<file path="src/inc/rcs_cfg.svh">
// constants of the rolling counter and device status bank
`ifndef RCS_CFG_SVH
`define RCS_CFG_SVH

// register offsets
`define RCS_OFS_COUNT 8'h00
`define RCS_OFS_TOP 8'h01
`define RCS_OFS_SUPPLY 8'h02
`define RCS_OFS_MEMTEMP 8'h03
`define RCS_OFS_LINK 8'h04

// widths
`define RCS_DATA_W 8
`define RCS_PRESC_W 10
`define RCS_TIMER_W 24

// prescaler divides the primary oscillator tick by 1000
`define RCS_PRESC_DIV 10'h3E8
`define RCS_PRESC_LAST 10'h3E7
`define RCS_PRESC_RST 10'h000
`define RCS_PRESC_STEP 10'h001
// resulting counter step in microseconds, for a 10 MHz oscillator tick
`define RCS_TICK_US 100

// top_status bit positions
`define RCS_TOP_PROC 7
`define RCS_TOP_LINK 5
`define RCS_TOP_MEMTEMP 4
`define RCS_TOP_SUPPLY 3
`define RCS_TOP_TEST 2
`define RCS_TOP_RESET 1
`define RCS_TOP_INIT 0

// supply_error_status bit positions
`define RCS_SUP_UV 7
`define RCS_SUP_AREG 3
`define RCS_SUP_DREG 2
`define RCS_SUP_MREG 1
`define RCS_SUP_CONT 0

// memory_temp_status bit positions
`define RCS_MT_FMEM 7
`define RCS_MT_UMEM 6
`define RCS_MT_UREG 5
`define RCS_MT_UWR 4
`define RCS_MT_TEMP 2

// link_error_status bit position
`define RCS_LINK_OUT 7

// reset values
`define RCS_BYTE_ZERO 8'h00
`define RCS_COUNT_RST 8'h00
`define RCS_COUNT_STEP 8'h01
`define RCS_PROC_RST 1'b1
`define RCS_LINK_RST 1'b0
`define RCS_MEMTEMP_RST 1'b0
`define RCS_SUPPLY_RST 1'b0
`define RCS_TEST_RST 1'b0
`define RCS_RESETF_RST 1'b1
`define RCS_INIT_RST 1'b1
`define RCS_TIMER_ZERO 24'h000000
`define RCS_TIMER_STEP 24'h000001

// default delays in mclk cycles (250 MHz): 1 ms and 100 us
`define RCS_POWERON_CYCLES_DEF 24'h03D090
`define RCS_RECOVERY_CYCLES_DEF 24'h0061A8

// synchronised monitor inputs, one bit each
`define RCS_SRC_W 14
`define RCS_SRC_ST_UNF 0
`define RCS_SRC_CM 1
`define RCS_SRC_ST_ERR 2
`define RCS_SRC_LINK 3
`define RCS_SRC_FMEM 4
`define RCS_SRC_UMEM 5
`define RCS_SRC_UREG 6
`define RCS_SRC_UWR 7
`define RCS_SRC_TEMP 8
`define RCS_SRC_UV 9
`define RCS_SRC_AREG 10
`define RCS_SRC_DREG 11
`define RCS_SRC_MREG 12
`define RCS_SRC_CONT 13
`define RCS_SRC_ZERO 14'h0000
// synchroniser reset: self-test counts as unfinished until real inputs arrive
`define RCS_SRC_RST 14'h0001

`endif

</file>
<file path="src/inc/rcs_pkg.sv">
// types and helper functions of the status bank
`include "rcs_cfg.svh"
package rcs_pkg;

    typedef logic [`RCS_SRC_W-1:0] rcs_src_t;
    typedef logic [`RCS_DATA_W-1:0] rcs_byte_t;
    typedef logic [`RCS_TIMER_W-1:0] rcs_timer_t;

    typedef struct packed {
        logic [`RCS_PRESC_W-1:0] div;
        logic tick;
    } rcs_presc_state_t;

    typedef struct packed {
        rcs_src_t sync1;
        rcs_src_t sync2;
        rcs_byte_t count;
        logic proc_flag;
        logic link_flag;
        logic memtemp_flag;
        logic supply_flag;
        logic test_flag;
        logic reset_flag;
        logic init_flag;
        rcs_byte_t memtemp;
        rcs_byte_t supply;
        logic link_out;
        rcs_timer_t recovery;
        rcs_timer_t poweron;
        rcs_byte_t rd_data;
        logic rd_valid;
    } rcs_state_t;

    // set wins over clear
    function automatic rcs_byte_t rcs_sticky(input rcs_byte_t q, input rcs_byte_t set,
                                             input rcs_byte_t clr);
        rcs_sticky = (q & ~clr) | set;
    endfunction

    function automatic logic rcs_hit(input logic en, input rcs_byte_t addr,
                                     input rcs_byte_t ofs);
        rcs_hit = en && (addr == ofs);
    endfunction

endpackage

</file>
<file path="src/inc/rcs_tick_if.sv">
// oscillator tick in, prescaled tick out
`timescale 1ns/10ps
interface rcs_tick_if;
    logic osc_tick;
    logic tick;
    modport src (output osc_tick, input tick);
    modport div (input osc_tick, output tick);
endinterface

</file>
<file path="src/core/rcs_prescaler.sv">
// ten-bit prescaler producing the rolling counter step
`timescale 1ns/10ps
module rcs_prescaler
    import rcs_pkg::*;
(
    input wire logic mclk,
    input wire logic reset,
    rcs_tick_if.div tk
);

    rcs_presc_state_t q;
    rcs_presc_state_t next_q;

    always_comb begin
        next_q = q;
        next_q.tick = 1'b0;
        if (tk.osc_tick) begin
            if (q.div == `RCS_PRESC_LAST) begin
                next_q.div = `RCS_PRESC_RST;
                next_q.tick = 1'b1;
            end else begin
                next_q.div = q.div + `RCS_PRESC_STEP;
            end
        end
    end

    always_ff @(posedge mclk) begin
        if (reset) begin
            q <= '0;
        end else begin
            q <= next_q;
        end
    end

    assign tk.tick = q.tick;

endmodule

</file>
<file path="src/core/rcs_status_regs.sv">
// rolling counter and device status register bank
`timescale 1ns/10ps

// Behaviour
// - 8-bit counter steps once per 100 us and wraps to zero.
// - Counter step comes from a 10-bit prescaler dividing oscillator by 1000.
// - Rolling counter at offset 00h is read-only and resets to zero.
// - All status registers are read-only and readable through the one read port (rd_en, rd_addr).
// - Top bit 7 is OR of three signal-processor status bits; resets 1.
// - Top bit 5 follows the serial-output error bit; resets 0.
// - Top bit 4 is OR of five memory and temperature bits; resets 0.
// - Top bit 3 is OR of all supply and continuity error bits.
// - Top bit 2 shows test mode; cleared only by test operation or reset.
// - Top bit 1 set after reset; cleared by reading top or frame report.
// - Top bit 0 set after reset until sensor data becomes valid.
// - Supply bits share one recovery timer; clearing follows report disable.
// - Supply bit 7 set on supply undervoltage.
// - Supply bits 3, 2, 1 set on analog, digital, memory regulator faults.
// - Supply bit 0 set on continuity break; resets 0.
// - Memory and temperature bits, except live write bit 4, clear on own read or frame report.
module rcs_status_regs
    import rcs_pkg::*;
#(
    parameter rcs_timer_t POWERON_CYCLES = `RCS_POWERON_CYCLES_DEF,
    parameter rcs_timer_t RECOVERY_CYCLES = `RCS_RECOVERY_CYCLES_DEF
)
(
    input wire logic mclk,
    input wire logic reset,
    input wire logic osc_tick,
    input wire logic selftest_unfinished,
    input wire logic common_mode_fault,
    input wire logic selftest_fault,
    input wire logic serial_out_fault,
    input wire logic factory_mem_fault,
    input wire logic user_mem_fault,
    input wire logic user_reg_fault,
    input wire logic user_write_active,
    input wire logic temperature_fault,
    input wire logic supply_undervoltage_fault,
    input wire logic analog_regulator_fault,
    input wire logic digital_regulator_fault,
    input wire logic memory_regulator_fault,
    input wire logic perimeter_continuity_fault,
    input wire logic test_mode_enter,
    input wire logic test_mode_exit,
    input wire logic supply_report_disable,
    input wire logic frame_report_reset,
    input wire logic frame_report_memtemp,
    input wire logic rd_en,
    input wire logic [7:0] rd_addr,
    output logic [7:0] rd_data,
    output logic rd_valid
);

    rcs_state_t q;
    rcs_state_t next_q;
    rcs_src_t src_raw;
    rcs_tick_if tk();

    rcs_prescaler u_presc (
        .mclk(mclk),
        .reset(reset),
        .tk(tk.div)
    );

    assign tk.osc_tick = osc_tick;

    // monitor inputs come from analog comparators, not this clock
    always_comb begin
        src_raw = `RCS_SRC_ZERO;
        src_raw[`RCS_SRC_ST_UNF] = selftest_unfinished;
        src_raw[`RCS_SRC_CM] = common_mode_fault;
        src_raw[`RCS_SRC_ST_ERR] = selftest_fault;
        src_raw[`RCS_SRC_LINK] = serial_out_fault;
        src_raw[`RCS_SRC_FMEM] = factory_mem_fault;
        src_raw[`RCS_SRC_UMEM] = user_mem_fault;
        src_raw[`RCS_SRC_UREG] = user_reg_fault;
        src_raw[`RCS_SRC_UWR] = user_write_active;
        src_raw[`RCS_SRC_TEMP] = temperature_fault;
        src_raw[`RCS_SRC_UV] = supply_undervoltage_fault;
        src_raw[`RCS_SRC_AREG] = analog_regulator_fault;
        src_raw[`RCS_SRC_DREG] = digital_regulator_fault;
        src_raw[`RCS_SRC_MREG] = memory_regulator_fault;
        src_raw[`RCS_SRC_CONT] = perimeter_continuity_fault;
    end

    rcs_src_t s;
    rcs_byte_t top_view;
    rcs_byte_t supply_live;
    rcs_byte_t memtemp_set;
    rcs_byte_t memtemp_clr;
    rcs_byte_t memtemp_next;
    rcs_byte_t supply_next;
    logic supply_any;
    logic rd_top;
    logic rd_memtemp;

    // synchronised copy, read only after the second stage
    assign s = q.sync2;

    always_comb begin
        top_view = `RCS_BYTE_ZERO;
        top_view[`RCS_TOP_PROC] = q.proc_flag;
        top_view[`RCS_TOP_LINK] = q.link_flag;
        top_view[`RCS_TOP_MEMTEMP] = q.memtemp_flag;
        top_view[`RCS_TOP_SUPPLY] = q.supply_flag;
        top_view[`RCS_TOP_TEST] = q.test_flag;
        top_view[`RCS_TOP_RESET] = q.reset_flag;
        top_view[`RCS_TOP_INIT] = q.init_flag;
    end

    // supply conditions as they stand this cycle, in register layout
    always_comb begin
        supply_live = `RCS_BYTE_ZERO;
        supply_live[`RCS_SUP_UV] = s[`RCS_SRC_UV];
        supply_live[`RCS_SUP_AREG] = s[`RCS_SRC_AREG];
        supply_live[`RCS_SUP_DREG] = s[`RCS_SRC_DREG];
        supply_live[`RCS_SUP_MREG] = s[`RCS_SRC_MREG];
        supply_live[`RCS_SUP_CONT] = s[`RCS_SRC_CONT];
    end

    assign supply_any = |supply_live;

    // sticky memory and temperature errors
    always_comb begin
        memtemp_set = `RCS_BYTE_ZERO;
        memtemp_set[`RCS_MT_FMEM] = s[`RCS_SRC_FMEM];
        memtemp_set[`RCS_MT_UMEM] = s[`RCS_SRC_UMEM];
        memtemp_set[`RCS_MT_UREG] = s[`RCS_SRC_UREG];
        memtemp_set[`RCS_MT_TEMP] = s[`RCS_SRC_TEMP];
    end

    assign rd_top = rcs_hit(rd_en, rd_addr, `RCS_OFS_TOP);
    assign rd_memtemp = rcs_hit(rd_en, rd_addr, `RCS_OFS_MEMTEMP);

    // cleared by own read or by a frame reporting them
    always_comb begin
        memtemp_clr = `RCS_BYTE_ZERO;
        if (rd_memtemp || frame_report_memtemp) begin
            memtemp_clr = ~`RCS_BYTE_ZERO;
        end
    end

    always_comb begin
        // set wins, so a standing fault returns at once
        memtemp_next = rcs_sticky(q.memtemp, memtemp_set, memtemp_clr);
        // write-in-progress is live, not sticky
        memtemp_next[`RCS_MT_UWR] = s[`RCS_SRC_UWR];
    end

    // shared recovery hold, or plain follow when reporting is disabled
    always_comb begin
        if (supply_report_disable) begin
            supply_next = supply_live;
        end else if (supply_any) begin
            supply_next = q.supply | supply_live;
        end else if (q.recovery == `RCS_TIMER_ZERO) begin
            supply_next = `RCS_BYTE_ZERO;
        end else begin
            supply_next = q.supply;
        end
    end

    always_comb begin
        next_q = q;

        // two-stage synchroniser
        next_q.sync1 = src_raw;
        next_q.sync2 = q.sync1;

        if (tk.tick) begin
            next_q.count = q.count + `RCS_COUNT_STEP;
        end

        next_q.proc_flag = s[`RCS_SRC_ST_UNF] | s[`RCS_SRC_CM] | s[`RCS_SRC_ST_ERR];

        next_q.link_out = s[`RCS_SRC_LINK];
        next_q.link_flag = q.link_out;

        next_q.memtemp = memtemp_next;
        next_q.memtemp_flag = |q.memtemp;

        // timer reloads while any supply fault stands
        if (supply_any) begin
            next_q.recovery = RECOVERY_CYCLES;
        end else if (q.recovery != `RCS_TIMER_ZERO) begin
            next_q.recovery = q.recovery - `RCS_TIMER_STEP;
        end
        next_q.supply = supply_next;
        next_q.supply_flag = |q.supply;

        // only a test operation or reset clears it
        if (test_mode_enter) begin
            next_q.test_flag = 1'b1;
        end else if (test_mode_exit) begin
            next_q.test_flag = 1'b0;
        end

        // cleared by top read or frame report
        if (rd_top || frame_report_reset) begin
            next_q.reset_flag = 1'b0;
        end

        // held until the data-valid delay runs out
        if (q.poweron != `RCS_TIMER_ZERO) begin
            next_q.poweron = q.poweron - `RCS_TIMER_STEP;
        end
        if (q.poweron == `RCS_TIMER_STEP) begin
            next_q.init_flag = 1'b0;
        end

        // read path, the single host read port
        next_q.rd_valid = rd_en;
        next_q.rd_data = `RCS_BYTE_ZERO;
        if (rd_en) begin
            case (rd_addr)
                `RCS_OFS_COUNT: begin
                    next_q.rd_data = q.count;
                end
                `RCS_OFS_TOP: begin
                    next_q.rd_data = top_view;
                end
                `RCS_OFS_SUPPLY: begin
                    next_q.rd_data = q.supply;
                end
                `RCS_OFS_MEMTEMP: begin
                    next_q.rd_data = q.memtemp;
                end
                `RCS_OFS_LINK: begin
                    next_q.rd_data[`RCS_LINK_OUT] = q.link_out;
                end
                default: begin
                    next_q.rd_data = `RCS_BYTE_ZERO;
                end
            endcase
        end
    end

    // reset stands in for power-on and soft reset alike
    always_ff @(posedge mclk) begin
        if (reset) begin
            // error flag holds
            // keeps bit 7 at its reset value until the inputs are through
            q.sync1 <= `RCS_SRC_RST;
            q.sync2 <= `RCS_SRC_RST;
            q.count <= `RCS_COUNT_RST;
            q.proc_flag <= `RCS_PROC_RST;
            q.link_flag <= `RCS_LINK_RST;
            q.memtemp_flag <= `RCS_MEMTEMP_RST;
            q.supply_flag <= `RCS_SUPPLY_RST;
            q.test_flag <= `RCS_TEST_RST;
            q.reset_flag <= `RCS_RESETF_RST;
            q.init_flag <= `RCS_INIT_RST;
            q.memtemp <= `RCS_BYTE_ZERO;
            q.supply <= `RCS_BYTE_ZERO;
            q.link_out <= 1'b0;
            q.recovery <= `RCS_TIMER_ZERO;
            q.poweron <= POWERON_CYCLES;
            q.rd_data <= `RCS_BYTE_ZERO;
            q.rd_valid <= 1'b0;
        end else begin
            q <= next_q;
        end
    end

    // no write port exists: nothing here can be written
    assign rd_data = q.rd_data;
    assign rd_valid = q.rd_valid;

endmodule

</file>
<file path="config.mk">
export PLATFORM = sky130hd
export DESIGN_NAME = rcs_status_regs
export DESIGN_NICKNAME = d
export VERILOG_FILES = /design/src/inc/rcs_pkg.sv /design/src/inc/rcs_tick_if.sv /design/src/core/rcs_prescaler.sv /design/src/core/rcs_status_regs.sv
export VERILOG_INCLUDE_DIRS = /design/src /design/src/inc
export SDC_FILE = /design/constraint.sdc
export NUM_CORES = 1
export LEC_CHECK = 0
export BUFFER_PORTS_ARGS = -buffer_cell sky130_fd_sc_hd__buf_4
export CAP_MARGIN = 20
export CORE_UTILIZATION = 60
export CTS_CLUSTER_SIZE = 14
export DETAILED_ROUTE_END_ITERATION = 6
export GPL_ROUTABILITY_DRIVEN = 0
export GPL_TIMING_DRIVEN = 1
export PLACE_DENSITY = 0.8
export REMOVE_ABC_BUFFERS = 1
export SYNTH_ARGS = -nofsm -noshare
export SYNTH_HDL_FRONTEND = slang
export SYNTH_HIERARCHICAL = 1
export SYNTH_SLANG_ARGS = --single-unit
</file>
<file path="constraint.sdc">
create_clock -name mclk -period 4.8 [get_ports mclk]
set_clock_uncertainty 0.2 [all_clocks]
set_input_delay 0.96 -clock mclk [delete_from_list [all_inputs] [get_ports mclk]]
set_output_delay 0.96 -clock mclk [all_outputs]
set_load 0.02 [all_outputs]
</file>
; Yosys cells after proc, flatten, opt, wreduce, memory -nomap -nowiden
; Index checks and enable logic that the tools add are counted.
[word_totals]
regBits = 128
word_cells = 70
input_bits = 31
[op_classes]
n_eq_ne = 6
add_sub_neg = 4
bitwise = 8
n_reduce_logical = 19
n_mux = 12
[op_table]
columns = operator, count
row1 = $reduce_bool A24 Y1, 2
row2 = $sub A24 B1 Y24 const B, 2
row3 = $mux W8, 4
row4 = $mux W15, 2
row5 = $pmux W7 S4, 1
row6 = $eq A24 B1 Y1 const B, 1
row7 = $logic_not A24 Y1, 1
row8 = $eq A8 B2 Y1 const B, 2
row9 = $or A8 B8 Y8, 2
row10 = $reduce_or A8 Y1, 2
row11 = $add A10 B1 Y10 const B, 1
row12 = $eq A10 B10 Y1 const B, 1
row13 = $mux W10, 1
row14 = $add A8 B1 Y8 const B, 1
row15 = $and A8 B8 Y8, 1
row16 = $eq A8 B1 Y1 const B, 1
row17 = $eq A8 B3 Y1 const B, 1
row18 = $logic_not A8 Y1, 1
row19 = $not A8 Y8, 1
row20 = $reduce_bool A2 Y1, 3
row21 = $reduce_or A2 Y1, 3
row22 = $reduce_or A6 Y1, 1
row23 = $pmux W1 S5, 1
row24 = $reduce_or A5 Y1, 1
row25 = 6 further kinds, 12

; Longest topological paths before layout
; Gate-level depths: netlist of the first run.
[logic_depth]
depth_word = 7
depth_mapped = 8
depth_no_buf = 7

; Hierarchy
; The synthesis of the first run kept the hierarchy.
[modules_own_cells]
columns = module, seq_area_each_um2, cells_per_inst, n_inst, area_each_um2
row1 = rcs_status_regs, 2342.2, 512, 1, 4822.1
row2 = rcs_prescaler, 220.2, 54, 1, 488.0

; Worst setup path before layout of the first run
; No wires, ideal clock.
[synth_timing]
kind = register -> register
from = reg q[46] (netlist name)
to = reg q[54] (netlist name)
stages_incl_launch_ff = 6
setup_time_ps = 71
n_path_buf = 0
path_slack_ps = 2418
required_ps = 4529
arrival_ps = 2111
cell_sequence = dfxtp_1 > or4_4 > or4_1 > or3_1 > or3_1 > a21oi_1
[synth_via]
elab_chain_len = 1
[synth_rtl]
columns = item, line_no
row1 = start: declaration, rcs_status_regs.sv:56  ; rcs_state_t q;
row2 = start signal: assignment, rcs_status_regs.sv:263  ; q <= next_q;
row3 = $sub A24 B1 Y24 (no line) or $reduce_bool A24 Y1 (tied branches), --
; Parallel ways exist; a longest one is shown, timed or not.
; A chain may end at the register's enable or synchronous reset.

; Worst setup path in the final report of the first run
[layout_timing]
from = reg q[9] (netlist name)
to = reg q[11] (netlist name)
; The elaborated chain is that of the path after synthesis.

==> flow_summary.html, run 1 <==
<table>
<tr><th>Metric</th><th>Value</th></tr>
<tr><th colspan="2">Critical path</th></tr>
<tr><td>Combined buffer and inverter count along the critical path</td><td>1</td></tr>
<tr><td>Type of the worst setup path</td><td>reg -&gt; reg</td></tr>
<tr><td>Kind of cell adding the most delay to the critical path</td><td>simple AND/OR/NAND/NOR gates</td></tr>
<tr><td>Worst Setup Start Kind</td><td>flip-flop</td></tr>
<tr><td>Critical path arrival</td><td>2.97 ns</td></tr>
<tr><td>Top fanout value on the critical path</td><td>6</td></tr>
<tr><td>Category of the worst setup path capture point</td><td>flip-flop</td></tr>
<tr><td>Crit-path cells</td><td>inv_1 &gt; ha_1 &gt; or3b_2 &gt; nor4_1 &gt; a21boi_0 &gt; xnor2_1 &gt; nor2_1</td></tr>
<tr><td>Required @ worst endpoint</td><td>4.97 ns</td></tr>
<tr><td>Critical Path Max Stage Delay</td><td>0.80 ns</td></tr>
<tr><td>Critical Path Slowest Stage Cell</td><td>sky130_fd_sc_hd__nor4_1</td></tr>
<tr><th colspan="2">Timing</th></tr>
<tr><td>RSZ-0062 raised after global routing</td><td>no</td></tr>
<tr><td>Top achievable clock speed</td><td>357.7 MHz</td></tr>
<tr><td>Fin crit period</td><td>2.796 ns</td></tr>
<tr><td>Final hold viol count</td><td>0</td></tr>
<tr><td>Finish-stage setup viols</td><td>0</td></tr>
<tr><td>Actual slew at the worst max-slew pin</td><td>0.9495 ns</td></tr>
<tr><td>Relative slew margins</td><td>36.12%</td></tr>
<tr><td>Setup_tns</td><td>0 ns</td></tr>
<tr><td>Max-slew violation count</td><td>0</td></tr>
<tr><td>Post-route clock period utilization</td><td>58.25%</td></tr>
<tr><th colspan="2">Clocking</th></tr>
<tr><td>Clock tree from TritonCTS</td><td>built</td></tr>
<tr><td>Total of hold buffers inserted after clock tree synthesis</td><td>0</td></tr>
<tr><td>Clock latency reported for the late side of the worst-skew pair</td><td>0.51 ns</td></tr>
<tr><td>CTS Root Buffer Type</td><td>sky130_fd_sc_hd__clkbuf_8</td></tr>
<tr><td>Clock slew at the register clock pins of the worst setup and hold paths</td><td>0.06 ns</td></tr>
<tr><td>Clock Tree Buf Depth</td><td>2</td></tr>
<tr><td>H-tree lvl count</td><td>4</td></tr>
<tr><td>Buffers inserted by post-CTS timing repair</td><td>0</td></tr>
<tr><td>Resized Gates After CTS</td><td>0</td></tr>
<tr><td>CTS Buf Count</td><td>17</td></tr>
<tr><td># clock sinks</td><td>128</td></tr>
<tr><th colspan="2">Synthesis</th></tr>
<tr><td>Main flop type after synthesis</td><td>sky130_fd_sc_hd__dfxtp_1</td></tr>
<tr><td>Distinct cell type count of the synthesized netlist</td><td>58</td></tr>
<tr><td>Synthesized instance count</td><td>566</td></tr>
<tr><td>Cell types with the largest area share after synthesis</td><td>sky130_fd_sc_hd__dfxtp_1, sky130_fd_sc_hd__nor2b_1, sky130_fd_sc_hd__nor2_1</td></tr>
<tr><td>Area share of the largest cell type after synthesis</td><td>48.26%</td></tr>
<tr><td>Yosys Warn Count</td><td>6</td></tr>
<tr><td>Mapped Area</td><td>5310 sq um</td></tr>
<tr><td>Avg Synthesized Cell Area</td><td>9.382 sq um</td></tr>
<tr><td>Post-synth EDFFs</td><td>0</td></tr>
<tr><td>Synthesized flop and latch total</td><td>128</td></tr>
<tr><td>Async S/R FF share, synth</td><td>0%</td></tr>
<tr><td>Largest area contributor in the synthesized netlist</td><td>sky130_fd_sc_hd__dfxtp_1</td></tr>
<tr><td>Share of synthesized area occupied by flip-flops and latches</td><td>48.26%</td></tr>
<tr><th colspan="2">Routing</th></tr>
<tr><td>Initial DRC count</td><td>244</td></tr>
<tr><td>Post-route antenna net violation count</td><td>0</td></tr>
<tr><td>Iteration count of the initial detailed-routing pass</td><td>4</td></tr>
<tr><td>Total number of vias</td><td>4292</td></tr>
<tr><td>Routed Wire Length</td><td>11380 um</td></tr>
<tr><td>Routed wire per std cell</td><td>15.92 um</td></tr>
<tr><td>Remaining design rule violation count</td><td>0</td></tr>
<tr><td>Ratio of routed vias to standard cells</td><td>6.003</td></tr>
<tr><th colspan="2">Global routing</th></tr>
<tr><td>Residual overflow from global routing</td><td>0</td></tr>
<tr><td>Maximum number of pins on one net before global-route repair</td><td>87</td></tr>
<tr><td>Antenna violations before repair</td><td>0</td></tr>
<tr><td>GRT Resource Usage Total</td><td>26.83%</td></tr>
<tr><td>Wire length of the first global-routing pass</td><td>18940 um</td></tr>
<tr><td>Vias in the first global route</td><td>4023</td></tr>
<tr><th colspan="2">Min path</th></tr>
<tr><td>HP Class</td><td>reg -&gt; reg</td></tr>
<tr><th colspan="2">Die</th></tr>
<tr><td>Die span in x</td><td>96.08 um</td></tr>
<tr><td>Die Span Y</td><td>96.08 um</td></tr>
<tr><td>Floorplan die area</td><td>9230 sq um</td></tr>
<tr><td>Number of rows created at floorplan</td><td>33</td></tr>
<tr><td>Core region area</td><td>8382 sq um</td></tr>
<tr><td>I/O pins</td><td>40</td></tr>
<tr><td>Initial cell density of the core</td><td>63.35%</td></tr>
<tr><th colspan="2">Power and ir drop</th></tr>
<tr><td>Flop pwr share</td><td>40.8%</td></tr>
<tr><td>Combinational share of power</td><td>10.7%</td></tr>
<tr><td>Net switching power</td><td>0.0006729 W</td></tr>
<tr><td>Clock Power Share</td><td>48.5%</td></tr>
<tr><td>Max IR drop VDD</td><td>0.2464 mV</td></tr>
<tr><td>Net switching share of the total power</td><td>23.61%</td></tr>
<tr><td>Pwr per Cell Area</td><td>455.9 nW/um^2</td></tr>
<tr><td>Cell Int Power</td><td>0.002177 W</td></tr>
<tr><td>Static leakage</td><td>2.396 nW</td></tr>
<tr><th colspan="2">Cells and area</th></tr>
<tr><td>Final-stage net count</td><td>637</td></tr>
<tr><td>Most common library cell in the layout ignoring fill and taps</td><td>sky130_fd_sc_hd__dfxtp_1</td></tr>
<tr><td>Number of cells in the finished layout apart from fillers</td><td>715</td></tr>
<tr><td>Top library cells by usage in the layout, fill and taps aside</td><td>sky130_fd_sc_hd__dfxtp_1, sky130_fd_sc_hd__nor2_1, sky130_fd_sc_hd__buf_4, sky130_fd_sc_hd__nor2b_1, sky130_fd_sc_hd__a21oi_1</td></tr>
<tr><td>Final instance area</td><td>6251 sq um</td></tr>
<tr><td>Fraction of layout instances using a drive strength above 1</td><td>15.57%</td></tr>
<tr><td>Antenna cell count</td><td>0</td></tr>
<tr><td>Area Overhead vs Synth</td><td>17.72%</td></tr>
<tr><th colspan="2">Place</th></tr>
<tr><td>Half-perimeter wire length after placement</td><td>7059 um</td></tr>
<tr><td>Cell Count Post-Placement</td><td>685</td></tr>
<tr><td>Count of input and output buffers</td><td>39</td></tr>
<tr><td>Post-detailed-placement cell area</td><td>5610 sq um</td></tr>
<tr><th colspan="2">Run</th></tr>
<tr><td>Max-capacitance violation count</td><td>0</td></tr>
<tr><th colspan="2">Run status</th></tr>
<tr><td>Outcome</td><td>completed</td></tr>
</table>
==> cells by family (layout without fill, tap and decap cells) <==
kind of cell	Yosys count	count (layout)	share of synthesized area (%)
adder cells (fa/ha/maj)	7	7	1.649
AND/OR/NAND/NOR	255	255	26.60
buffers and inverters	37	81	3.252
flip-flops	128	128	48.26
multiplexers	13	13	3.911
XOR/XNOR	32	32	5.278
AO/OA/AOI/OAI	94	94	11.05
==> registers in the layout, indices dropped and copies added (netlist names) <==
| name | count |
|---|---|
| u_presc/tk.tick | 1 |
| next_q | 15 |
| u_presc/q | 10 |
| q | 79 |
| rd_data | 8 |
| rd_valid | 1 |
| s | 14 |
==> per-layer routing <==
metal  GRT usage, %  up-vias  wire length [um]
li1               -     2090                 -
met1          33.63     2035              5153
met2          44.56      150              5444
met3          6.793       17               617
met4          9.701        0               164
met5              0        -                 0
==> area by class of cell <==
class	count	area (sq um)
Clock buffer	21	459.2
Clock inverter	9	181.4
Fill cell	570	2131
Inverter	11	41.29
Multi-Input combinational cell	401	2575
Sequential cell	128	2562
Tap cell	105	131.4
Timing Repair Buffer	40	300.3
==> Yosys cell counts (3+ instances only) <==
cell type                    n
sky130_fd_sc_hd__inv_1      11
sky130_fd_sc_hd__o31ai_1     9
sky130_fd_sc_hd__mux2i_1     5
sky130_fd_sc_hd__a211oi_1    5
sky130_fd_sc_hd__clkbuf_1   15
sky130_fd_sc_hd__nor4_1     15
sky130_fd_sc_hd__ha_1        7
sky130_fd_sc_hd__and3_1      6
sky130_fd_sc_hd__or4_1      12
sky130_fd_sc_hd__xor2_1     16
sky130_fd_sc_hd__nand3_1    15
sky130_fd_sc_hd__a31oi_1     7
sky130_fd_sc_hd__nand4_1    13
sky130_fd_sc_hd__nand2b_1    3
sky130_fd_sc_hd__dfxtp_1   128
sky130_fd_sc_hd__and2_1      5
sky130_fd_sc_hd__nand2_1    29
sky130_fd_sc_hd__nor2_1     59
sky130_fd_sc_hd__nor3_1     13
sky130_fd_sc_hd__or2_2       7
sky130_fd_sc_hd__nor2b_1    39
sky130_fd_sc_hd__nor4b_1     3
sky130_fd_sc_hd__a22o_1      4
sky130_fd_sc_hd__xnor2_1    16
sky130_fd_sc_hd__mux4_2      6
sky130_fd_sc_hd__buf_4       9
sky130_fd_sc_hd__a21oi_1    37
sky130_fd_sc_hd__o21ai_0    16
sky130_fd_sc_hd__or3_1      16
==> stage by stage <==
stage / total power, W / utilization (%) / hold slack (ns) / setup slack (ns)
after floorplan: 0.001381 / - / 0.1895 / 2.403
after global placement: 0.001463 / 66.94 / 0.1952 / 2.031
after detailed placement: 0.001474 / 66.94 / 0.1958 / 1.991
after CTS: 0.002855 / 74.58 / 0.2117 / 2.090
after global routing: 0.002948 / 74.58 / 0.2370 / 1.870
final: 0.002850 / 74.58 / 0.2142 / 2.004
==> final timing paths <==
check	start	to	slack [ns]	cells past startpoint
min reg2reg	next_q[89]	s[0]	0.21	1
max	q[9]	q[11]	2.00	7
min	next_q[89]	s[0]	0.21	1
max reg2reg	q[9]	q[11]	2.00	7
==> power groups by stage <==
stage	sequential, W	combinational, W	clock, W
floorplan	0.00117	0.000212	0
global placement	0.00118	0.000286	0
detailed placement	0.00118	0.000293	0
CTS	0.00116	0.000303	0.00139
global route	0.00117	0.000339	0.00144
finish	0.00116	0.000306	0.00138
(Power assumes the default switching activity.)
==> inputs of run 2 (changes only) <==
--- a/config.mk
+++ b/config.mk
@@ -8,12 +8,12 @@
 export LEC_CHECK = 0
 export BUFFER_PORTS_ARGS = -buffer_cell sky130_fd_sc_hd__buf_4
 export CAP_MARGIN = 20
-export CORE_UTILIZATION = 60
+export CORE_UTILIZATION = 59
 export CTS_CLUSTER_SIZE = 14
 export DETAILED_ROUTE_END_ITERATION = 6
 export GPL_ROUTABILITY_DRIVEN = 0
 export GPL_TIMING_DRIVEN = 1
-export PLACE_DENSITY = 0.8
+export PLACE_DENSITY = 0.78
 export REMOVE_ABC_BUFFERS = 1
 export SYNTH_ARGS = -nofsm -noshare
 export SYNTH_HDL_FRONTEND = slang
==> constraint.sdc (replaced) <==
create_clock -name mclk -period 2.8 [get_ports mclk]
set_clock_uncertainty 0.2 [all_clocks]
set_input_delay 0.56 -clock mclk [delete_from_list [all_inputs] [get_ports mclk]]
set_output_delay 0.56 -clock mclk [all_outputs]
set_load 0.02 [all_outputs]
==> flow_summary.html, run 2 (synthesis gave the netlist of run 1 again) <==
<table>
<tr><th>Metric</th><th>Value</th></tr>
<tr><th colspan="2">Run status</th></tr>
<tr><td>Outcome</td><td>completed</td></tr>
<tr><th colspan="2">Clocking</th></tr>
<tr><td>Resized Gates After CTS</td><td>0 (unchanged)</td></tr>
<tr><td>Clock latency reported for the late side of the worst-skew pair</td><td>0.52 ns (about the same)</td></tr>
<tr><td>Total of hold buffers inserted after clock tree synthesis</td><td>0 (unchanged)</td></tr>
<tr><td>Clock tree from TritonCTS</td><td>built</td></tr>
<tr><td>Clock Tree Buf Depth</td><td>2 (unchanged)</td></tr>
<tr><td>CTS Root Buffer Type</td><td>sky130_fd_sc_hd__clkbuf_8</td></tr>
<tr><td>Clock slew at the register clock pins of the worst setup and hold paths</td><td>0.06 ns (about the same)</td></tr>
<tr><td>Buffers inserted by post-CTS timing repair</td><td>0 (unchanged)</td></tr>
<tr><td>H-tree lvl count</td><td>4 (unchanged)</td></tr>
<tr><td># clock sinks</td><td>128 (unchanged)</td></tr>
<tr><td>CTS Buf Count</td><td>17 (unchanged)</td></tr>
<tr><th colspan="2">Cells and area</th></tr>
<tr><td>Fraction of layout instances using a drive strength above 1</td><td>18.28% (+2.7 points)</td></tr>
<tr><td>Most common library cell in the layout ignoring fill and taps</td><td>sky130_fd_sc_hd__dfxtp_1</td></tr>
<tr><td>Core utilization of the finished layout</td><td>72.27% (-2.3 points)</td></tr>
<tr><td>Flip-flop and latch area</td><td>2562 sq um (unchanged)</td></tr>
<tr><td>Antenna cell count</td><td>0 (unchanged)</td></tr>
<tr><td>Max reg flops</td><td>79 (unchanged)</td></tr>
<tr><td>Final-stage net count</td><td>654 (+2.7%)</td></tr>
<tr><td>Register with the highest flop count</td><td>q</td></tr>
<tr><td>Top library cells by usage in the layout, fill and taps aside</td><td>sky130_fd_sc_hd__dfxtp_1, sky130_fd_sc_hd__nor2_1, sky130_fd_sc_hd__buf_4, sky130_fd_sc_hd__nor2b_1, sky130_fd_sc_hd__a21oi_1</td></tr>
<tr><td>Area of combinational cells with multiple inputs</td><td>2575 sq um (unchanged)</td></tr>
<tr><td>Filler cell count</td><td>627 (+10%)</td></tr>
<tr><td>Area Overhead vs Synth</td><td>18.69%</td></tr>
<tr><th colspan="2">Routing</th></tr>
<tr><td>Ratio of routed vias to standard cells</td><td>5.817 (-3.1%)</td></tr>
<tr><td>Initial DRC count</td><td>161 (-34%)</td></tr>
<tr><td>Routed Wire Length</td><td>10920 um (-4.0%)</td></tr>
<tr><td>Iteration count of the initial detailed-routing pass</td><td>5 (+1)</td></tr>
<tr><td>Remaining design rule violation count</td><td>0 (unchanged)</td></tr>
<tr><td>Post-route antenna net violation count</td><td>0 (unchanged)</td></tr>
<tr><td>Total number of vias</td><td>4287 (-0.12%)</td></tr>
<tr><td>Routed wire per std cell</td><td>14.82 um (-6.9%)</td></tr>
<tr><th colspan="2">Die</th></tr>
<tr><td>Die span in x</td><td>96.87 um (+0.83%)</td></tr>
<tr><td>Number of rows created at floorplan</td><td>34 (+3.0%)</td></tr>
<tr><td>I/O pins</td><td>40 (unchanged)</td></tr>
<tr><td>Core region area</td><td>8721 sq um (+4.0%)</td></tr>
<tr><td>Floorplan die area</td><td>9384 sq um (+1.7%)</td></tr>
<tr><td>Die Span Y</td><td>96.87 um (+0.83%)</td></tr>
<tr><td>Initial cell density of the core</td><td>60.89% (-2.5 points)</td></tr>
<tr><th colspan="2">Timing</th></tr>
<tr><td>Max-slew violation count</td><td>0 (unchanged)</td></tr>
<tr><td>Fin crit period</td><td>2.583 ns (-0.2131 ns)</td></tr>
<tr><td>Finish-stage setup viols</td><td>0 (unchanged)</td></tr>
<tr><td>Setup_tns</td><td>0 ns (unchanged)</td></tr>
<tr><td>Final hold viol count</td><td>0 (unchanged)</td></tr>
<tr><td>Actual slew at the worst max-slew pin</td><td>0.5763 ns (-0.3732 ns)</td></tr>
<tr><td>Post-route clock period utilization</td><td>92.24% (+34 points)</td></tr>
<tr><td>Top achievable clock speed</td><td>387.2 MHz (+8.2%)</td></tr>
<tr><td>Relative slew margins</td><td>61.23% (+25 points)</td></tr>
<tr><td>RSZ-0062 raised after global routing</td><td>no</td></tr>
<tr><td>Worst hold-check slack</td><td>0.02491 ns (-0.1893 ns)</td></tr>
<tr><th colspan="2">Critical path</th></tr>
<tr><td>Top fanout value on the critical path</td><td>8 (+2)</td></tr>
<tr><td>Worst R2R Path Depth</td><td>5 (-2)</td></tr>
<tr><td>Category of the worst setup path capture point</td><td>flip-flop</td></tr>
<tr><td>Type of the worst setup path</td><td>reg -&gt; reg</td></tr>
<tr><td>Endpoint of the worst register-to-register path</td><td>q[54]</td></tr>
<tr><td>Critical Path Slowest Stage Cell</td><td>sky130_fd_sc_hd__or4_1</td></tr>
<tr><td>Crit-path cells</td><td>or4_1 &gt; or4_1 &gt; or3_1 &gt; or3_1 &gt; a21oi_1</td></tr>
<tr><td>Critical Path Max Stage Delay</td><td>0.61 ns (-0.19 ns)</td></tr>
<tr><td>Required @ worst endpoint</td><td>3.05 ns (-1.92 ns)</td></tr>
<tr><td>Critical path arrival</td><td>2.83 ns (-0.14 ns)</td></tr>
<tr><td>Worst flop-to-flop path startpoint</td><td>q[49]</td></tr>
<tr><td>Register-to-register setup slack</td><td>0.22 ns (-1.79 ns)</td></tr>
<tr><td>Worst Setup Start Kind</td><td>flip-flop</td></tr>
<tr><th colspan="2">Place</th></tr>
<tr><td>Count of input and output buffers</td><td>39 (unchanged)</td></tr>
<tr><td>Half-perimeter wire length after placement</td><td>7494 um (+6.2%)</td></tr>
<tr><th colspan="2">Power and ir drop</th></tr>
<tr><td>Pwr per Cell Area</td><td>727.3 nW/um^2 (+60%)</td></tr>
<tr><td>Max IR drop VDD</td><td>0.5395 mV (+120%)</td></tr>
<tr><td>Static leakage</td><td>2.448 nW (+2.2%)</td></tr>
<tr><th colspan="2">Global routing</th></tr>
<tr><td>Wire length of the first global-routing pass</td><td>18650 um (-1.5%)</td></tr>
<tr><td>Antenna violations before repair</td><td>0 (unchanged)</td></tr>
<tr><td>Residual overflow from global routing</td><td>0 (unchanged)</td></tr>
<tr><td>Maximum number of pins on one net before global-route repair</td><td>45 (-48%)</td></tr>
<tr><td>GRT Resource Usage Total</td><td>24.71% (-2.1 points)</td></tr>
<tr><td>Vias in the first global route</td><td>4107 (+2.1%)</td></tr>
<tr><th colspan="2">Min path</th></tr>
<tr><td>Min-delay src</td><td>selftest_unfinished</td></tr>
<tr><td>Worst hold path depth</td><td>2 (+1)</td></tr>
<tr><td>Capture endpoint of the worst hold path</td><td>next_q[89]</td></tr>
<tr><td>HP Class</td><td>in -&gt; reg</td></tr>
<tr><th colspan="2">Run</th></tr>
<tr><td>Max-capacitance violation count</td><td>0 (unchanged)</td></tr>
</table>
[run 2: cell count changes in the layout (fill, tap and decap cells not counted), sizes merged]
cell | before | now
clkbuf | 21 | 18
clkinv | 1 | 6
bufinv | 5 | 1
buf | 40 | 57
inv | 11 | 15
[run 2: routing by layer]
layer / part of all wire [%] / up-vias / GRT usage [%]
met2: 49 / 135 / 41.55
li1: - / 2124 / -
met3: 5.0 / 17 / 7.370
met5: 0 / - / 0
met4: 1.3 / 0 / 9.644
met1: 44 / 2011 / 29.61
[run 2: worst max path at each step]
stage               startpoint     to  slack (ns)  cells past startpoint
floorplan                q[46]  q[40]        0.40                      5
global placement         q[49]  q[54]        0.34                      5
detailed placement       q[49]  q[54]        0.28                      5
CTS                      q[49]  q[54]        0.26                      5
global route             q[10]  q[15]        0.13                      8
finish                   q[49]  q[54]        0.22                      5
[run 2: metrics by stage]
step	instance area, sq um	power [W]	std cells	worst slack, ns
2_1_floorplan	5179	0.002368	540	0.4026
3_3_place_gp	5742	0.002537	705	0.3400
3_5_place_dp	5742	0.002561	705	0.2789
4_1_cts	6302	0.004610	737	0.2620
5_1_grt	6302	0.004778	737	0.1346
6_report	6302	0.004584	737	0.2172
[run 2: layout make-up]
type	instances	area share, %
multi-input combinational	401	40.86
sequential	128	40.66
clock buffer	18	6.790
timing repair buffer	57	6.790
tap	108	2.144
clock inverter	14	2.104
inverter	11	0.6552
[run 2: worst max-delay path, delay by kind of cell, from the launching register on]
kind            cells  cell delay, ns
simple gates        4            1.82
compound gates      1            0.14
flops               1            0.37
[run 2: power by group]
part	leakage [nW]	switching, W	internal (W)
Clock	0.269	0.000831	0.00121
Combinational	1.13	0.000301	0.000251
Sequential	1.05	0.0000801	0.00191
==> inputs of run 3 (changes only) <==
--- a/config.mk
+++ b/config.mk
@@ -6,7 +6,7 @@
 export SDC_FILE = /design/constraint.sdc
 export NUM_CORES = 1
 export LEC_CHECK = 0
-export BUFFER_PORTS_ARGS = -buffer_cell sky130_fd_sc_hd__buf_4
+export BUFFER_PORTS_ARGS = -buffer_cell sky130_fd_sc_hd__buf_2
 export CAP_MARGIN = 20
 export CORE_UTILIZATION = 59
 export CTS_CLUSTER_SIZE = 14
==> flow_summary.html, run 3 (synthesis gave the netlist of run 1 again) <==
<table>
<tr><th>Metric</th><th>Value</th></tr>
<tr><th colspan="2">Run status</th></tr>
<tr><td>Outcome</td><td>completed</td></tr>
<tr><th colspan="2">Routing</th></tr>
<tr><td>Initial DRC count</td><td>238 (+48%)</td></tr>
<tr><td>Routed Wire Length</td><td>11350 um (+3.9%)</td></tr>
<tr><td>Post-route antenna net violation count</td><td>0 (unchanged)</td></tr>
<tr><td>Iteration count of the initial detailed-routing pass</td><td>5 (unchanged)</td></tr>
<tr><td>Total number of vias</td><td>4303 (+0.37%)</td></tr>
<tr><td>Remaining design rule violation count</td><td>0 (unchanged)</td></tr>
<tr><td>Routed wire per std cell</td><td>15.41 um (+4.0%)</td></tr>
<tr><td>Ratio of routed vias to standard cells</td><td>5.846 (+0.51%)</td></tr>
<tr><th colspan="2">Critical path</th></tr>
<tr><td>Critical Path Slowest Stage Cell</td><td>sky130_fd_sc_hd__or4_1</td></tr>
<tr><td>Kind of cell adding the most delay to the critical path</td><td>simple AND/OR/NAND/NOR gates</td></tr>
<tr><td>Worst R2R Path Depth</td><td>6 (+1)</td></tr>
<tr><td>Category of the worst setup path capture point</td><td>flip-flop</td></tr>
<tr><td>Critical path arrival</td><td>2.90 ns (+0.07 ns)</td></tr>
<tr><td>Top fanout value on the critical path</td><td>9 (+1)</td></tr>
<tr><td>Number of stages on the worst setup path</td><td>6 (+1)</td></tr>
<tr><td>Required @ worst endpoint</td><td>3.03 ns (-0.02 ns)</td></tr>
<tr><td>Critical Path Max Stage Delay</td><td>0.60 ns (about the same)</td></tr>
<tr><td>Crit-path cells</td><td>or4_1 &gt; or4b_1 &gt; o21ai_2 &gt; buf_4 &gt; o31ai_1 &gt; a31oi_1</td></tr>
<tr><td>Worst Setup Start Kind</td><td>flip-flop</td></tr>
<tr><td>Combined buffer and inverter count along the critical path</td><td>1 (+1)</td></tr>
<tr><td>Type of the worst setup path</td><td>reg -&gt; reg</td></tr>
<tr><th colspan="2">Clocking</th></tr>
<tr><td>Clock Tree Buf Depth</td><td>2 (unchanged)</td></tr>
<tr><td>Clock latency reported for the late side of the worst-skew pair</td><td>0.51 ns (about the same)</td></tr>
<tr><td>Resized Gates After CTS</td><td>0 (unchanged)</td></tr>
<tr><td>CTS Root Buffer Type</td><td>sky130_fd_sc_hd__clkbuf_8</td></tr>
<tr><td>H-tree lvl count</td><td>4 (unchanged)</td></tr>
<tr><td>Buffers inserted by post-CTS timing repair</td><td>0 (unchanged)</td></tr>
<tr><td>Clock slew at the register clock pins of the worst setup and hold paths</td><td>0.06 ns (about the same)</td></tr>
<tr><td>CTS Buf Count</td><td>17 (unchanged)</td></tr>
<tr><td>Total of hold buffers inserted after clock tree synthesis</td><td>0 (unchanged)</td></tr>
<tr><td># clock sinks</td><td>128 (unchanged)</td></tr>
<tr><td>Clock tree from TritonCTS</td><td>built</td></tr>
<tr><th colspan="2">Global routing</th></tr>
<tr><td>Vias in the first global route</td><td>4104 (-0.073%)</td></tr>
<tr><td>Maximum number of pins on one net before global-route repair</td><td>33 (-27%)</td></tr>
<tr><td>Wire length of the first global-routing pass</td><td>19310 um (+3.5%)</td></tr>
<tr><td>Residual overflow from global routing</td><td>0 (unchanged)</td></tr>
<tr><td>GRT Resource Usage Total</td><td>25.35% (+0.64 points)</td></tr>
<tr><td>Antenna violations before repair</td><td>0 (unchanged)</td></tr>
<tr><th colspan="2">Cells and area</th></tr>
<tr><td>Top library cells by usage in the layout, fill and taps aside</td><td>sky130_fd_sc_hd__dfxtp_1, sky130_fd_sc_hd__nor2_1, sky130_fd_sc_hd__nor2b_1, sky130_fd_sc_hd__buf_2, sky130_fd_sc_hd__a21oi_1</td></tr>
<tr><td>Fraction of layout instances using a drive strength above 1</td><td>18.15% (-0.13 points)</td></tr>
<tr><td>Area of combinational cells with multiple inputs</td><td>2575 sq um (unchanged)</td></tr>
<tr><td>Filler cell count</td><td>645 (+2.9%)</td></tr>
<tr><td>Final-stage net count</td><td>654 (unchanged)</td></tr>
<tr><td>Register with the highest flop count</td><td>q</td></tr>
<tr><td>Most common library cell in the layout ignoring fill and taps</td><td>sky130_fd_sc_hd__dfxtp_1</td></tr>
<tr><td>Area Overhead vs Synth</td><td>17.67%</td></tr>
<tr><td>Antenna cell count</td><td>0 (unchanged)</td></tr>
<tr><td>Max reg flops</td><td>79 (unchanged)</td></tr>
<tr><td>Flip-flop and latch area</td><td>2562 sq um (unchanged)</td></tr>
<tr><th colspan="2">Min path</th></tr>
<tr><td>Worst hold path depth</td><td>2 (unchanged)</td></tr>
<tr><td>HP Class</td><td>in -&gt; reg</td></tr>
<tr><th colspan="2">Place</th></tr>
<tr><td>Worst slack at placement</td><td>0.2388 ns (-0.04013 ns)</td></tr>
<tr><td>Count of input and output buffers</td><td>39 (unchanged)</td></tr>
<tr><td>Half-perimeter wire length after placement</td><td>7516 um (+0.29%)</td></tr>
<tr><th colspan="2">Timing</th></tr>
<tr><td>Max-slew violation count</td><td>0 (unchanged)</td></tr>
<tr><td>Post-route clock period utilization</td><td>95.03% (+2.8 points)</td></tr>
<tr><td>Setup_tns</td><td>0 ns (unchanged)</td></tr>
<tr><td>Setup ws final</td><td>0.1390 ns (-0.07817 ns)</td></tr>
<tr><td>Fin crit period</td><td>2.661 ns (+0.07817 ns)</td></tr>
<tr><td>Relative slew margins</td><td>58.28% (-2.9 points)</td></tr>
<tr><td>Actual slew at the worst max-slew pin</td><td>0.6220 ns (+0.04579 ns)</td></tr>
<tr><td>Finish-stage setup viols</td><td>0 (unchanged)</td></tr>
<tr><td>Final hold viol count</td><td>0 (unchanged)</td></tr>
<tr><td>RSZ-0062 raised after global routing</td><td>no</td></tr>
<tr><td>Top achievable clock speed</td><td>375.8 MHz (-2.9%)</td></tr>
<tr><th colspan="2">Power and ir drop</th></tr>
<tr><td>Static leakage</td><td>2.449 nW (about the same)</td></tr>
<tr><td>Pwr per Cell Area</td><td>762.3 nW/um^2 (+4.8%)</td></tr>
<tr><td>Max IR drop VDD</td><td>0.4283 mV (-21%)</td></tr>
<tr><th colspan="2">Die</th></tr>
<tr><td>Number of rows created at floorplan</td><td>34 (unchanged)</td></tr>
<tr><td>Die Span Y</td><td>96.87 um (unchanged)</td></tr>
<tr><td>Die span in x</td><td>96.87 um (unchanged)</td></tr>
<tr><td>I/O pins</td><td>40 (unchanged)</td></tr>
<tr><td>Initial cell density of the core</td><td>60.89% (unchanged)</td></tr>
<tr><td>Core region area</td><td>8721 sq um (unchanged)</td></tr>
<tr><td>Floorplan die area</td><td>9384 sq um (unchanged)</td></tr>
<tr><th colspan="2">Run</th></tr>
<tr><td>Max-capacitance violation count</td><td>0 (unchanged)</td></tr>
</table>
==> run 3: per-layer routing <==
| metal | track usage [%] | wire [um] | share of wire [%] |
|---|---|---|---|
| met4 | 6.774 | 95 | 0.84 |
| met2 | 43.23 | 5670 | 50 |
| met1 | 31.60 | 5033 | 44 |
| met5 | 0 | 0 | 0 |
| met3 | 6.792 | 545 | 4.8 |
==> run 3: metrics by stage <==
| step | instances | hold WS (ns) | util (%) | instance area (sq um) | total power (W) |
|---|---|---|---|---|---|
| 5_1_grt | 736 | 0.02861 | 71.65 | 6248 | 0.004962 |
| 4_1_cts | 736 | 0.01537 | 71.65 | 6248 | 0.004788 |
| 6_report | 736 | 0.03108 | 71.65 | 6248 | 0.004763 |
| 3_5_place_dp | 705 | 0.1923 | 64.72 | 5644 | 0.002552 |
| 2_1_floorplan | 540 | 0.1895 | - | 5179 | 0.002368 |
| 3_3_place_gp | 705 | 0.1931 | 64.72 | 5644 | 0.002530 |
==> run 3: cell type report <==
cell class	count	share of cell area, %
multi-input cells	401	41.21
flip-flops and latches	128	41.01
clock buffers	17	6.628
repair buffers	57	5.286
clock inverters	14	3.044
well taps	108	2.163
inverters	11	0.6608
==> run 3: path summary, 6_finish.rpt <==
kind | from | end | slack (ns)
worst min register to register | next_q[89] | s[0] | 0.21
worst max-delay path | q[49] | q[40] | 0.14
worst min-delay path | selftest_unfinished | next_q[89] | 0.03
worst max register to register | q[49] | q[40] | 0.14
==> run 3: report_power, final <==
part           internal [W]  switching [W]
Sequential          0.00191      0.0000812
Combinational      0.000239       0.000305
Clock               0.00144       0.000788
Total               0.00359        0.00117
